--- config.mk ---
export PLATFORM = sky130hd
export DESIGN_NAME = ubg_baud_gen
export DESIGN_NICKNAME = d
export VERILOG_FILES = /design/src/ubg_pkg.sv /design/src/ubg_src_if.sv /design/src/ubg_frac_timer.sv /design/src/ubg_reload_timer.sv /design/src/ubg_baud_gen.sv
export VERILOG_INCLUDE_DIRS = /design/src
export SDC_FILE = /design/constraint.sdc
export NUM_CORES = 1
export LEC_CHECK = 0
export BUFFER_PORTS_ARGS = -buffer_cell sky130_fd_sc_hd__buf_2
export CORE_ASPECT_RATIO = 0.8
export CORE_MARGIN = 3
export CORE_UTILIZATION = 55
export CTS_BUF_LIST = sky130_fd_sc_hd__clkbuf_16
export DETAILED_ROUTE_END_ITERATION = 8
export GPL_TIMING_DRIVEN = 1
export PLACE_DENSITY = 0.84
export SYNTH_ARGS = -nofsm -noshare
export SYNTH_HDL_FRONTEND = slang
export SYNTH_HIERARCHICAL = 1
export SYNTH_SLANG_ARGS = --single-unit
export TNS_END_PERCENT = 50
--- constraint.sdc ---
create_clock -name pclk -period 3.38 [get_ports pclk]
set_input_delay 0 -clock pclk [delete_from_list [all_inputs] [get_ports pclk]]
set_output_delay 0 -clock pclk [all_outputs]
set_load 0.02 [all_outputs]
--- src/ubg_cfg.svh ---
// register offsets, field positions, reset values and divider constants
`ifndef UBG_CFG_SVH
`define UBG_CFG_SVH

`define UBG_OFS_CTRL     8'h00
`define UBG_OFS_FRAC     8'h04
`define UBG_OFS_RLD_LO   8'h08
`define UBG_OFS_RLD_HI   8'h0c
`define UBG_OFS_LEGACY   8'h10
`define UBG_OFS_STATUS   8'h14
`define UBG_OFS_T2CNT    8'h18
`define UBG_OFS_TXCNT    8'h1c

`define UBG_SEL_BIT      7
`define UBG_DIV_HI       2
`define UBG_DIV_LO       0
`define UBG_RATE_DOUBLING_BIT_BIT     0
`define UBG_TXT2_BIT     1
`define UBG_RXT2_BIT     2
`define UBG_T2RUN_BIT    3

`define UBG_CTRL_RST     8'h00
`define UBG_FRAC_RST     8'h00
`define UBG_RLD_RST      8'h00
`define UBG_LEGACY_RST   8'h00

`define UBG_FRAC_BASE    9'h040
`define UBG_FRAC_STEP    9'h020
`define UBG_T2_PRE_LAST  1'h1

`endif

--- src/ubg_pkg.sv ---
// types shared by the baud generator modules
package ubg_pkg;
  typedef enum logic [1:0] {
    UBG_IDLE = 2'h0,
    UBG_ACK  = 2'h1
  } ubg_apb_state_t;

  typedef enum logic [1:0] {
    UBG_SRC_T1  = 2'h0,
    UBG_SRC_T2  = 2'h1,
    UBG_SRC_DED = 2'h2
  } ubg_src_t;
endpackage

--- src/ubg_src_if.sv ---
// configuration and ticks between the control logic and the two rate sources
interface ubg_src_if;
  logic        ded_sel;
  logic [2:0]  prescale;
  logic [7:0]  frac;
  logic        ded_tick;
  logic        t2_run;
  logic [15:0] reload;
  logic        t2_ovf;
  logic [15:0] t2_count;

  modport ctl (output ded_sel, prescale, frac, t2_run, reload, input ded_tick, t2_ovf, t2_count);
  modport ded (input ded_sel, prescale, frac, output ded_tick);
  modport rel (input t2_run, reload, output t2_ovf, t2_count);
endinterface

--- src/ubg_frac_timer.sv ---
// dedicated baud timer: power-of-two prescaler followed by a fractional divider
`include "ubg_cfg.svh"
module ubg_frac_timer
  import ubg_pkg::*;
(
  input  wire logic pclk,
  input  wire logic presetn,
  ubg_src_if.ded    src
);
  logic [6:0] pre_cnt;
  logic [6:0] pre_last;
  logic       pre_tick;
  logic [8:0] acc;
  logic [8:0] modulus;
  logic [8:0] next_acc;

  // own counters only, so the general timers stay free
  assign pre_last = 7'((8'h01 << src.prescale) - 8'h01);
  // lowering the prescaler mid-count must not stall until the counter wraps
  assign pre_tick = (pre_cnt >= pre_last);
  assign modulus  = `UBG_FRAC_BASE + {1'b0, src.frac};
  assign next_acc = acc + `UBG_FRAC_STEP;

  always_ff @(posedge pclk or negedge presetn) begin
    if (!presetn) begin
      pre_cnt <= 7'h00;
    end else if (!src.ded_sel || pre_tick) begin
      pre_cnt <= 7'h00;
    end else begin
      pre_cnt <= pre_cnt + 7'h01;
    end
  end

  // adds 32 per prescaled tick modulo (frac+64): sixteen ticks per bit on average
  always_ff @(posedge pclk or negedge presetn) begin
    if (!presetn) begin
      acc          <= 9'h000;
      src.ded_tick <= 1'b0;
    end else if (!src.ded_sel) begin
      acc          <= 9'h000;
      src.ded_tick <= 1'b0;
    end else if (pre_tick && next_acc >= modulus) begin
      acc          <= next_acc - modulus;
      src.ded_tick <= 1'b1;
    end else if (pre_tick) begin
      acc          <= next_acc;
      src.ded_tick <= 1'b0;
    end else begin
      src.ded_tick <= 1'b0;
    end
  end
endmodule

--- src/ubg_reload_timer.sv ---
// 16-bit auto-reload timer counting every second core clock
`include "ubg_cfg.svh"
module ubg_reload_timer
  import ubg_pkg::*;
(
  input  wire logic pclk,
  input  wire logic presetn,
  ubg_src_if.rel    src
);
  logic pre;

  always_ff @(posedge pclk or negedge presetn) begin
    if (!presetn) begin
      pre <= 1'b0;
    end else if (!src.t2_run) begin
      pre <= 1'b0;
    end else begin
      pre <= ~pre;
    end
  end

  // overflow period is 2*(65536-reload) core clocks
  always_ff @(posedge pclk or negedge presetn) begin
    if (!presetn) begin
      src.t2_count <= 16'h0000;
      src.t2_ovf   <= 1'b0;
    end else if (!src.t2_run) begin
      src.t2_count <= src.reload;
      src.t2_ovf   <= 1'b0;
    end else if (pre == `UBG_T2_PRE_LAST && src.t2_count == 16'hffff) begin
      src.t2_count <= src.reload;
      src.t2_ovf   <= 1'b1;
    end else if (pre == `UBG_T2_PRE_LAST) begin
      src.t2_count <= src.t2_count + 16'h0001;
      src.t2_ovf   <= 1'b0;
    end else begin
      src.t2_ovf   <= 1'b0;
    end
  end
endmodule

--- src/ubg_baud_gen.sv ---
// uart baud generator for the variable-rate modes, with its apb register file
// Overview of operation
// - reload source gives core/(32*(65536-reload))
// - select bit forces dedicated timer, ignores legacy
// - select clear keeps legacy timer1/timer2 scheme
// - prescaler field divides by two to value
// - dedicated rate is 2*core/(2^div*(frac+64))
// - every source runs from the core clock
// - range 6 to 393216 within 0.8%
// - dedicated timer independent of general timers
// - per-direction timer2 select, rates may differ
`include "ubg_cfg.svh"
module ubg_baud_gen
  import ubg_pkg::*;
(
  input  wire logic        pclk,
  input  wire logic        presetn,
  input  wire logic        psel,
  input  wire logic        penable,
  input  wire logic        pwrite,
  input  wire logic [7:0]  paddr,
  input  wire logic [31:0] pwdata,
  output logic      [31:0] prdata,
  output logic             pready,
  output logic             pslverr,
  input  wire logic [1:0]  uart_mode,
  input  wire logic        t1_overflow,
  output logic             tx_baud_x16,
  output logic             rx_baud_x16
);
  ubg_src_if src ();

  ubg_apb_state_t state;
  ubg_apb_state_t next_state;
  logic [7:0]     dedicated_baud_control;
  logic [7:0]     fractional_divide_value;
  logic [7:0]     reload_timer_low_byte;
  logic [7:0]     reload_timer_high_byte;
  logic [7:0]     legacy_ctrl;
  logic [15:0]    tx_tick_count;
  logic           t1_half;
  logic           t1_tick;
  logic           tx_src_tick;
  logic           rx_src_tick;
  logic           variable_mode;
  logic           access;
  logic           wr;
  logic           hit;
  logic [31:0]    rd_mux;
  // write strobes and the answer condition
  logic           wr_ctrl;
  logic           wr_frac;
  logic           wr_rld_lo;
  logic           wr_rld_hi;
  logic           wr_legacy;
  logic           wr_txcnt;
  logic           answer;
  ubg_src_t       tx_src;
  ubg_src_t       rx_src;

  // pclk is the pll-derived core clock; no crystal path reaches here
  ubg_frac_timer u_frac (
    .pclk    (pclk),
    .presetn (presetn),
    .src     (src)
  );

  ubg_reload_timer u_reload (
    .pclk    (pclk),
    .presetn (presetn),
    .src     (src)
  );

  assign src.ded_sel  = dedicated_baud_control[`UBG_SEL_BIT];
  assign src.prescale = dedicated_baud_control[`UBG_DIV_HI:`UBG_DIV_LO];
  assign src.frac     = fractional_divide_value;
  assign src.reload   = {reload_timer_high_byte, reload_timer_low_byte};
  assign src.t2_run   = legacy_ctrl[`UBG_T2RUN_BIT];

  // apb handshake: one wait state, pready straight from a flop
  assign access = psel && penable;
  assign wr     = access && pwrite && pready;

  // one strobe per register keeps every write condition in one place
  assign wr_ctrl   = wr && (paddr == `UBG_OFS_CTRL);
  assign wr_frac   = wr && (paddr == `UBG_OFS_FRAC);
  assign wr_rld_lo = wr && (paddr == `UBG_OFS_RLD_LO);
  assign wr_rld_hi = wr && (paddr == `UBG_OFS_RLD_HI);
  assign wr_legacy = wr && (paddr == `UBG_OFS_LEGACY);
  assign wr_txcnt  = wr && (paddr == `UBG_OFS_TXCNT);
  assign answer    = (state == UBG_IDLE) && access;

  always_comb begin
    next_state = state;
    case (state)
      UBG_IDLE: begin
        if (access) begin
          next_state = UBG_ACK;
        end
      end
      UBG_ACK: begin
        next_state = UBG_IDLE;
      end
      default: begin
        next_state = UBG_IDLE;
      end
    endcase
  end

  always_ff @(posedge pclk or negedge presetn) begin
    if (!presetn) begin
      state <= UBG_IDLE;
    end else begin
      state <= next_state;
    end
  end

  always_ff @(posedge pclk or negedge presetn) begin
    if (!presetn) begin
      pready <= 1'b0;
    end else begin
      pready <= answer;
    end
  end

  always_comb begin
    hit    = 1'b1;
    rd_mux = 32'h0000_0000;
    case (paddr)
      `UBG_OFS_CTRL: begin
        rd_mux = {24'h000000, dedicated_baud_control[`UBG_SEL_BIT], 4'h0,
                  dedicated_baud_control[`UBG_DIV_HI:`UBG_DIV_LO]};
      end
      `UBG_OFS_FRAC: begin
        rd_mux = {24'h000000, fractional_divide_value};
      end
      `UBG_OFS_RLD_LO: begin
        rd_mux = {24'h000000, reload_timer_low_byte};
      end
      `UBG_OFS_RLD_HI: begin
        rd_mux = {24'h000000, reload_timer_high_byte};
      end
      `UBG_OFS_LEGACY: begin
        rd_mux = {28'h0000000, legacy_ctrl[3:0]};
      end
      `UBG_OFS_STATUS: begin
        rd_mux = {26'h0000000, variable_mode, t1_half, rx_src, tx_src};
      end
      `UBG_OFS_T2CNT: begin
        rd_mux = {16'h0000, src.t2_count};
      end
      `UBG_OFS_TXCNT: begin
        rd_mux = {16'h0000, tx_tick_count};
      end
      default: begin
        hit = 1'b0;
      end
    endcase
  end

  // read data stands only in the answer cycle, zero otherwise
  always_ff @(posedge pclk or negedge presetn) begin
    if (!presetn) begin
      prdata <= 32'h0000_0000;
    end else if (answer && !pwrite) begin
      prdata <= rd_mux;
    end else begin
      prdata <= 32'h0000_0000;
    end
  end

  always_ff @(posedge pclk or negedge presetn) begin
    if (!presetn) begin
      pslverr <= 1'b0;
    end else begin
      pslverr <= answer && !hit;
    end
  end

  // writes land only at the completing edge; unused control bits are not stored
  always_ff @(posedge pclk or negedge presetn) begin
    if (!presetn) begin
      dedicated_baud_control <= `UBG_CTRL_RST;
    end else if (wr_ctrl) begin
      dedicated_baud_control <= {pwdata[`UBG_SEL_BIT], 4'h0, pwdata[`UBG_DIV_HI:`UBG_DIV_LO]};
    end
  end

  // software computes frac and prescale itself; hardware takes them as written
  always_ff @(posedge pclk or negedge presetn) begin
    if (!presetn) begin
      fractional_divide_value <= `UBG_FRAC_RST;
    end else if (wr_frac) begin
      fractional_divide_value <= pwdata[7:0];
    end
  end

  // the reload bytes are written one at a time; the timer takes them at its next reload
  always_ff @(posedge pclk or negedge presetn) begin
    if (!presetn) begin
      reload_timer_low_byte <= `UBG_RLD_RST;
    end else if (wr_rld_lo) begin
      reload_timer_low_byte <= pwdata[7:0];
    end
  end

  always_ff @(posedge pclk or negedge presetn) begin
    if (!presetn) begin
      reload_timer_high_byte <= `UBG_RLD_RST;
    end else if (wr_rld_hi) begin
      reload_timer_high_byte <= pwdata[7:0];
    end
  end

  always_ff @(posedge pclk or negedge presetn) begin
    if (!presetn) begin
      legacy_ctrl <= `UBG_LEGACY_RST;
    end else if (wr_legacy) begin
      legacy_ctrl <= {4'h0, pwdata[3:0]};
    end
  end

  // timer1 halving: with doubling clear a bit spans 32 overflows, else 16
  always_ff @(posedge pclk or negedge presetn) begin
    if (!presetn) begin
      t1_half <= 1'b0;
    end else if (t1_overflow) begin
      t1_half <= ~t1_half;
    end
  end

  assign t1_tick = t1_overflow && (legacy_ctrl[`UBG_RATE_DOUBLING_BIT_BIT] || t1_half);

  // source choice per direction; the dedicated timer overrides all legacy bits
  always_comb begin
    if (src.ded_sel) begin
      tx_src = UBG_SRC_DED;
    end else begin
      tx_src = legacy_ctrl[`UBG_TXT2_BIT] ? UBG_SRC_T2 : UBG_SRC_T1;
    end
  end

  always_comb begin
    if (src.ded_sel) begin
      rx_src = UBG_SRC_DED;
    end else begin
      rx_src = legacy_ctrl[`UBG_RXT2_BIT] ? UBG_SRC_T2 : UBG_SRC_T1;
    end
  end

  always_comb begin
    case (tx_src)
      UBG_SRC_DED: tx_src_tick = src.ded_tick;
      UBG_SRC_T2:  tx_src_tick = src.t2_ovf;
      default:     tx_src_tick = t1_tick;
    endcase
  end

  always_comb begin
    case (rx_src)
      UBG_SRC_DED: rx_src_tick = src.ded_tick;
      UBG_SRC_T2:  rx_src_tick = src.t2_ovf;
      default:     rx_src_tick = t1_tick;
    endcase
  end

  // fixed-rate modes 0 and 2 use their own dividers elsewhere
  assign variable_mode = uart_mode[0];

  // a source switch can line up two ticks; each output stays a lone pulse
  always_ff @(posedge pclk or negedge presetn) begin
    if (!presetn) begin
      tx_baud_x16 <= 1'b0;
    end else begin
      tx_baud_x16 <= variable_mode && tx_src_tick && !tx_baud_x16;
    end
  end

  // receive side may run from another source than transmit
  always_ff @(posedge pclk or negedge presetn) begin
    if (!presetn) begin
      rx_baud_x16 <= 1'b0;
    end else begin
      rx_baud_x16 <= variable_mode && rx_src_tick && !rx_baud_x16;
    end
  end

  // running count of transmit ticks lets software check the rate; a write to its offset 0x1c clears it
  always_ff @(posedge pclk or negedge presetn) begin
    if (!presetn) begin
      tx_tick_count <= 16'h0000;
    end else if (wr_txcnt) begin
      tx_tick_count <= 16'h0000;
    end else if (tx_baud_x16) begin
      tx_tick_count <= tx_tick_count + 16'h0001;
    end
  end
endmodule

Word level (Yosys, flattened, before mapping)
Cells that the tools add are included.
Word-level totals
  bits in registers: 122
  output and inout bits: 36
  logic and storage cells: 101
Operators by class
  add/subtract/negate cells: 7
  $lt $le $gt $ge: 2
  equality and inequality tests: 15
  shifts and indexed selects: 1
  mux-type cells: 25
  bitwise operators: 2
  reduce and logical (&&, ||, !) cells: 30
Operators by type and width (count)
  $pmux 16 s8: 1
  $mux 16: 5
  $add 16x1->16 const B: 2
  $eq 8x5->1 const B: 4
  $mux 32: 1
  $mux 9: 3
  $logic_and 1x1->1: 19
  $eq 16x16->1 const B: 1
  $eq 8x4->1 const B: 2
  $add 7x8->9 const A: 1
  $add 9x6->9 const B: 1
  $ge 9x9->1: 1
  $sub 9x9->9: 1
  $eq 8x3->1 const B: 1
  $logic_not 8->1: 1
  $mux 1: 8
  $mux 2: 4
  $reduce_or 8->1: 1
  $add 7x1->7 const B: 1
  $ge 7x7->1: 1
  $mux 7: 1
  $shl 1x3->7 const A: 1
  $sub 7x1->7 const B: 1
  $ne 3x1->1 const B: 2
  9 further kinds: 18

Depth between registers and ports, before layout
  depth after elaboration: 6
  mapped depth: 10
  mapped depth without buffers: 10

Cells and area by module
The synthesis kept the hierarchy.
By module, submodules not included
  ubg_baud_gen: times used 1, cells each 298, area an instance 3459.6 sq um, seq. area each 1751.7 sq um
  ubg_frac_timer: times used 1, cells each 166, area an instance 1450.1 sq um, seq. area each 425.4 sq um
  ubg_reload_timer: times used 1, cells each 120, area an instance 1034.7 sq um, seq. area each 450.4 sq um

Worst setup path after synthesis
Ideal clock, no wire load.
  path type: reg-to-reg
  from: reg u_frac.acc[5]
  to: reg u_frac.acc[8]
  arrival: 2239 ps
  required time: 3284 ps
  slack: 1046 ps
  stages on the path, launching flop included: 11
  clock period less this slack: 2334 ps
  cell sequence: dfrtp_1 ha_1 ha_1 buf_6 a21o_1 a21oi_2 o21ai_2 a221oi_2 buf_6 nand2_2 a311oi_2
On the way
  longest elaborated chain between the ends: 5
RTL lines
  start: declaration: RTL line ubg_frac_timer.sv:13  | logic [8:0] acc;
  start signal: assignment: RTL line ubg_frac_timer.sv:43  | acc <= next_acc - modulus;
  start signal: assignment: RTL line ubg_frac_timer.sv:46  | acc <= next_acc;
  $add 9x6->9 (no line) (*)
  $ge 9x9->1: RTL line ubg_frac_timer.sv:42  | end else if (pre_tick && next_acc >= modulus) begin
  $logic_and 1x1->1: RTL line ubg_frac_timer.sv:42
  $mux 9: RTL line ubg_frac_timer.sv:42
  $mux 9: RTL line ubg_frac_timer.sv:39  | end else if (!src.ded_sel) begin
Mark *: on every way between the ends. The rest lies on a longest branch, timed or not. The select of a mux whose other input is x is not followed.
A chain may end at the register's enable or synchronous reset.

Worst setup path in the final report
  from: reg dedicated_baud_control[2]
  to: reg u_frac.acc[0]
On the way
  longest elaborated chain between the ends: 6
RTL lines
  start: declaration: RTL line ubg_baud_gen.sv:35  | logic [7:0] dedicated_baud_control;
  start signal: assignment: RTL line ubg_baud_gen.sv:183  | dedicated_baud_control <= `UBG_CTRL_RST;
  start signal: assignment: RTL line ubg_baud_gen.sv:185  | dedicated_baud_control <= {pwdata[`UBG_SEL_BIT], 4'h0, pwdata[`UBG_DIV_HI:`UBG_DIV_LO]};
  $shl 1x3->7 (*): RTL line ubg_frac_timer.sv:18  | assign pre_last = 7'((8'h01 << src.prescale) - 8'h01);
  $sub 7x1->7 (*): RTL line ubg_frac_timer.sv:18
  $ge 7x7->1 (*): RTL line ubg_frac_timer.sv:20  | assign pre_tick = (pre_cnt >= pre_last);
  $logic_and 1x1->1: RTL line ubg_frac_timer.sv:42
  $mux 9: RTL line ubg_frac_timer.sv:42
  $mux 9: RTL line ubg_frac_timer.sv:39
Mark *: on every way between the ends. The rest lies on a longest branch, timed or not.

==> metrics.md <==
| Metric | Value |
|---|---|
| Post-CTS Setup Bufs | 0 |
| GRT Util Overall | 0.2549 |
| Setup crit start kind | flop |
| Share of the yosys chip area belonging to registers | 0.4420 |
| Async SR Flop Fraction | 1.000 |
| DR pass1 iterations | 7 |
| Initial antenna violation count | 0 |
| Max-slew violations | 0 |
| Slew HR | 0.4587 |
| Worst Setup End Kind | flop |
| Largest net degree at the start of global routing | 38 |
| Syn. warnings | 6 |
| Netlist cell types | 71 |
| Status | finished clean |
| Peak VDD IR | 0.2392 mV |
| Layout cells sized above 1 | 0.2013 |
| Yosys reg bits | around 110 |
| Clock Skews | 0.006818 ns |
| WP data arrival | slightly below 3 ns |
| Nets | around 700 |
| Vias | 4,906 |
| Critical path class | flop to flop |
| Drt total wl | 15,200 um |
| Die area | 0.01210 mm^2 |
| DRC | 0 |
| Post-route cell area | between 0.006 and 0.007 mm^2 |
| Max Freq | 0.3703 GHz |
| Final setup viols | 0 |
| Max Cap Viol | 0 |
| Final HPWL from detailed placement | 10,480 um |
| Cts bufs inserted | 9 |
| Die H | 98.99 um |
| N_diodes | 0 |
| Power Density | 445.0 mW/mm^2 |
| Worst-path maximum fanout | 9 |
| M3 GR Usage | 0.05164 |
| Buffers added on ports | 42 |
| Io pins | 84 |
| Dpl cells | 746 |
| Synth Instances | just under 600 |
| Core ar. | 0.01041 mm^2 |
| Hold Path Class | input port to asynchronous set/reset pin |
| Resize count post-CTS | 0 |
| Req. time, crit path | about 3.6 ns |
| Commonest non-fill, non-tap cells in the layout | 105 x dfrtp_1, 44 x nand2_1, 43 x nor2_1 |
| CTS tree | built |
| Area delta synth->final | 11.32% |
| RSZ-0062 raised after global routing | no |
| GRT Max-Usage Layer | met2 |
| Clk buf depth | 2 |
| FILL cells | 830 |
| CTS Hold Bufs | 15 |
| # rows | 33 |
| Worst hold margin | 0.1511 ns |
| Post-synth EDFFs | 0 |
| Met2 global-route usage | 0.3948 |
| Starting density of the core | 0.5713 |
| Synthesized cell area | 0.005944 mm^2 |
| Final hold vios | 0 |
| Global placement routability congestion | 0.9197 |
| Drt via density | 6.322 |
| Fin crit period | roughly 2.7 ns |
| First-pass GRT wire length | 24,290 um |
| CTS clk-pin slew, worst paths | ~0.070 ns |
| Tcrit/Tclk final | 0.7989 |
| Prevailing post-synth register cell | dfrtp_1 |
| Clock latency on the worst-skew pair | 0.34 ns |
| Die width | 122.2 um |
| Measured slew at the worst slew-check pin | around 0.81 ns |
| Clock sink count | about 110 |
| GR Util met1 | 0.3559 |
| WL/cell | 19.59 um |
| Antenna viol nets, final | 0 |
| Area of placed instances | 0.006182 mm^2 |
| Detailed Route Iter0 Violations | between 600 and 700 |
| Setup TNS | 0 ns |
| Root Driver | clkbuf_16 |
| P_leak | 2.997 nW |
| Most common cell after layout, fill and taps aside | dfrtp_1 |
| Mean post-synth cell area | 10.18 um^2 |
| Final Non-Filler Cells | just under 800 |
| Grt total ovfl | 0 |
| H-tree levels | 3 |
| Vias in the first global route | 4,740 |
## layer usage
metal,part of all wire,routed length [um]
met1,0.42,6375
met3,0.091,1385
met4,0.028,420
met2,0.46,7016
met5,0,0
## cells by family after synthesis
kind of cell | Yosys count | share of synthesized area
AO/OA/AOI/OAI | 105 | 0.1185
XOR/XNOR | 31 | 0.04567
adder cells (fa/ha/maj) | 22 | 0.04757
buffers and inverters | 62 | 0.05494
flip-flops | 105 | 0.4420
multiplexers | 55 | 0.1055
other | 1 | 0.0006308
AND/OR/NAND/NOR | 203 | 0.1852
## final cells by class
type	count	area [um^2]	share of cell area
tap	140	175.2	0.02647
timing repair buffer	62	400.4	0.06050
sequential	105	2628	0.3971
clock buffer	9	225.2	0.03403
inverter	22	82.58	0.01248
clock inverter	6	60.06	0.009075
multi-input combinational	432	3047	0.4604
## cell usage after synthesis (3+ instances only)
cell,number,area [um^2]
xnor2_1,16,140.1
clkbuf_1,12,45.04
nand4_1,20,125.1
o21a_1,4,30.03
a21oi_1,24,120.1
mux2i_1,12,120.1
xor2_1,15,131.4
a2111oi_0,3,26.28
o21ai_0,27,135.1
nand2b_1,5,31.28
nor4_1,5,31.28
a221o_1,3,30.03
buf_2,9,45.04
mux2_2,41,461.7
or3_1,5,31.28
o22ai_1,3,18.77
nand3b_1,5,37.54
buf_6,3,33.78
nor2b_1,6,37.54
nor2_1,43,161.4
a31oi_1,6,37.54
nand3_1,26,130.1
buf_4,16,120.1
dfrtp_1,105,2628
and4_1,5,43.79
ha_1,21,262.8
and3_1,7,43.79
inv_1,21,78.83
nor3_1,13,65.06
nand2_1,44,165.2
a21o_1,7,52.55
a221oi_1,3,26.28
## state kept, by name, summed over array words and instances, names as in the netlist, 4 cells and up
signal	count
reload_timer_high_byte	8
fractional_divide_value	8
tx_tick_count	16
u_reload/src.t2_count	16
dedicated_baud_control	4
u_frac/pre_cnt	7
reload_timer_low_byte	8
prdata	16
u_frac/acc	9
legacy_ctrl	4
## metrics by stage
step	util	power [mW]	worst slack, ns
after floorplan	-	1.773	1.046
after global placement	0.5942	1.885	0.9268
after detailed placement	0.5942	1.922	0.7628
after CTS	0.6360	2.951	0.7311
after global routing	0.6360	3.065	0.6349
final	0.6360	2.945	0.6796
## critical path: stages, from the launching register on
cell and delay [ns]:
dfrtp_1 0.48, or3_1 0.42, ha_1 0.27, nand2b_1 0.10, a211oi_1 0.08, o21ai_0 0.23, o21ai_0 0.34, or3_2 0.56
a21oi_1 0.13
## final timing paths
check / from / slack, ns / endpoint / cells past startpoint
hold / removal: presetn / 0.15 / u_frac/pre_cnt[6]$_DFF_PN0_ / 2
setup / recovery: dedicated_baud_control[2]$_DFFE_PN0P_ / 0.68 / u_frac/acc[0]$_DFFE_PN0P_ / 8
setup reg to reg: dedicated_baud_control[2]$_DFFE_PN0P_ / 0.68 / u_frac/acc[0]$_DFFE_PN0P_ / 8
min in group pclk: paddr[4] / 0.16 / prdata[15]$_DFF_PN0_ / 2
max in group asynchronous: presetn / 2.38 / tx_tick_count[8]$_DFFE_PN0P_ / 3
hold reg to reg: rx_baud_x16$_DFF_PN0_ / 0.47 / rx_baud_x16$_DFF_PN0_ / 1
## power by group
part	internal [mW]	leakage, nW	switching (mW)
registers	1.35	1.41	0.168
clock network	0.566	0.137	0.449
logic	0.174	1.45	0.233
total	2.09	3.00	0.850
Power figures use the tool's default switching activity.
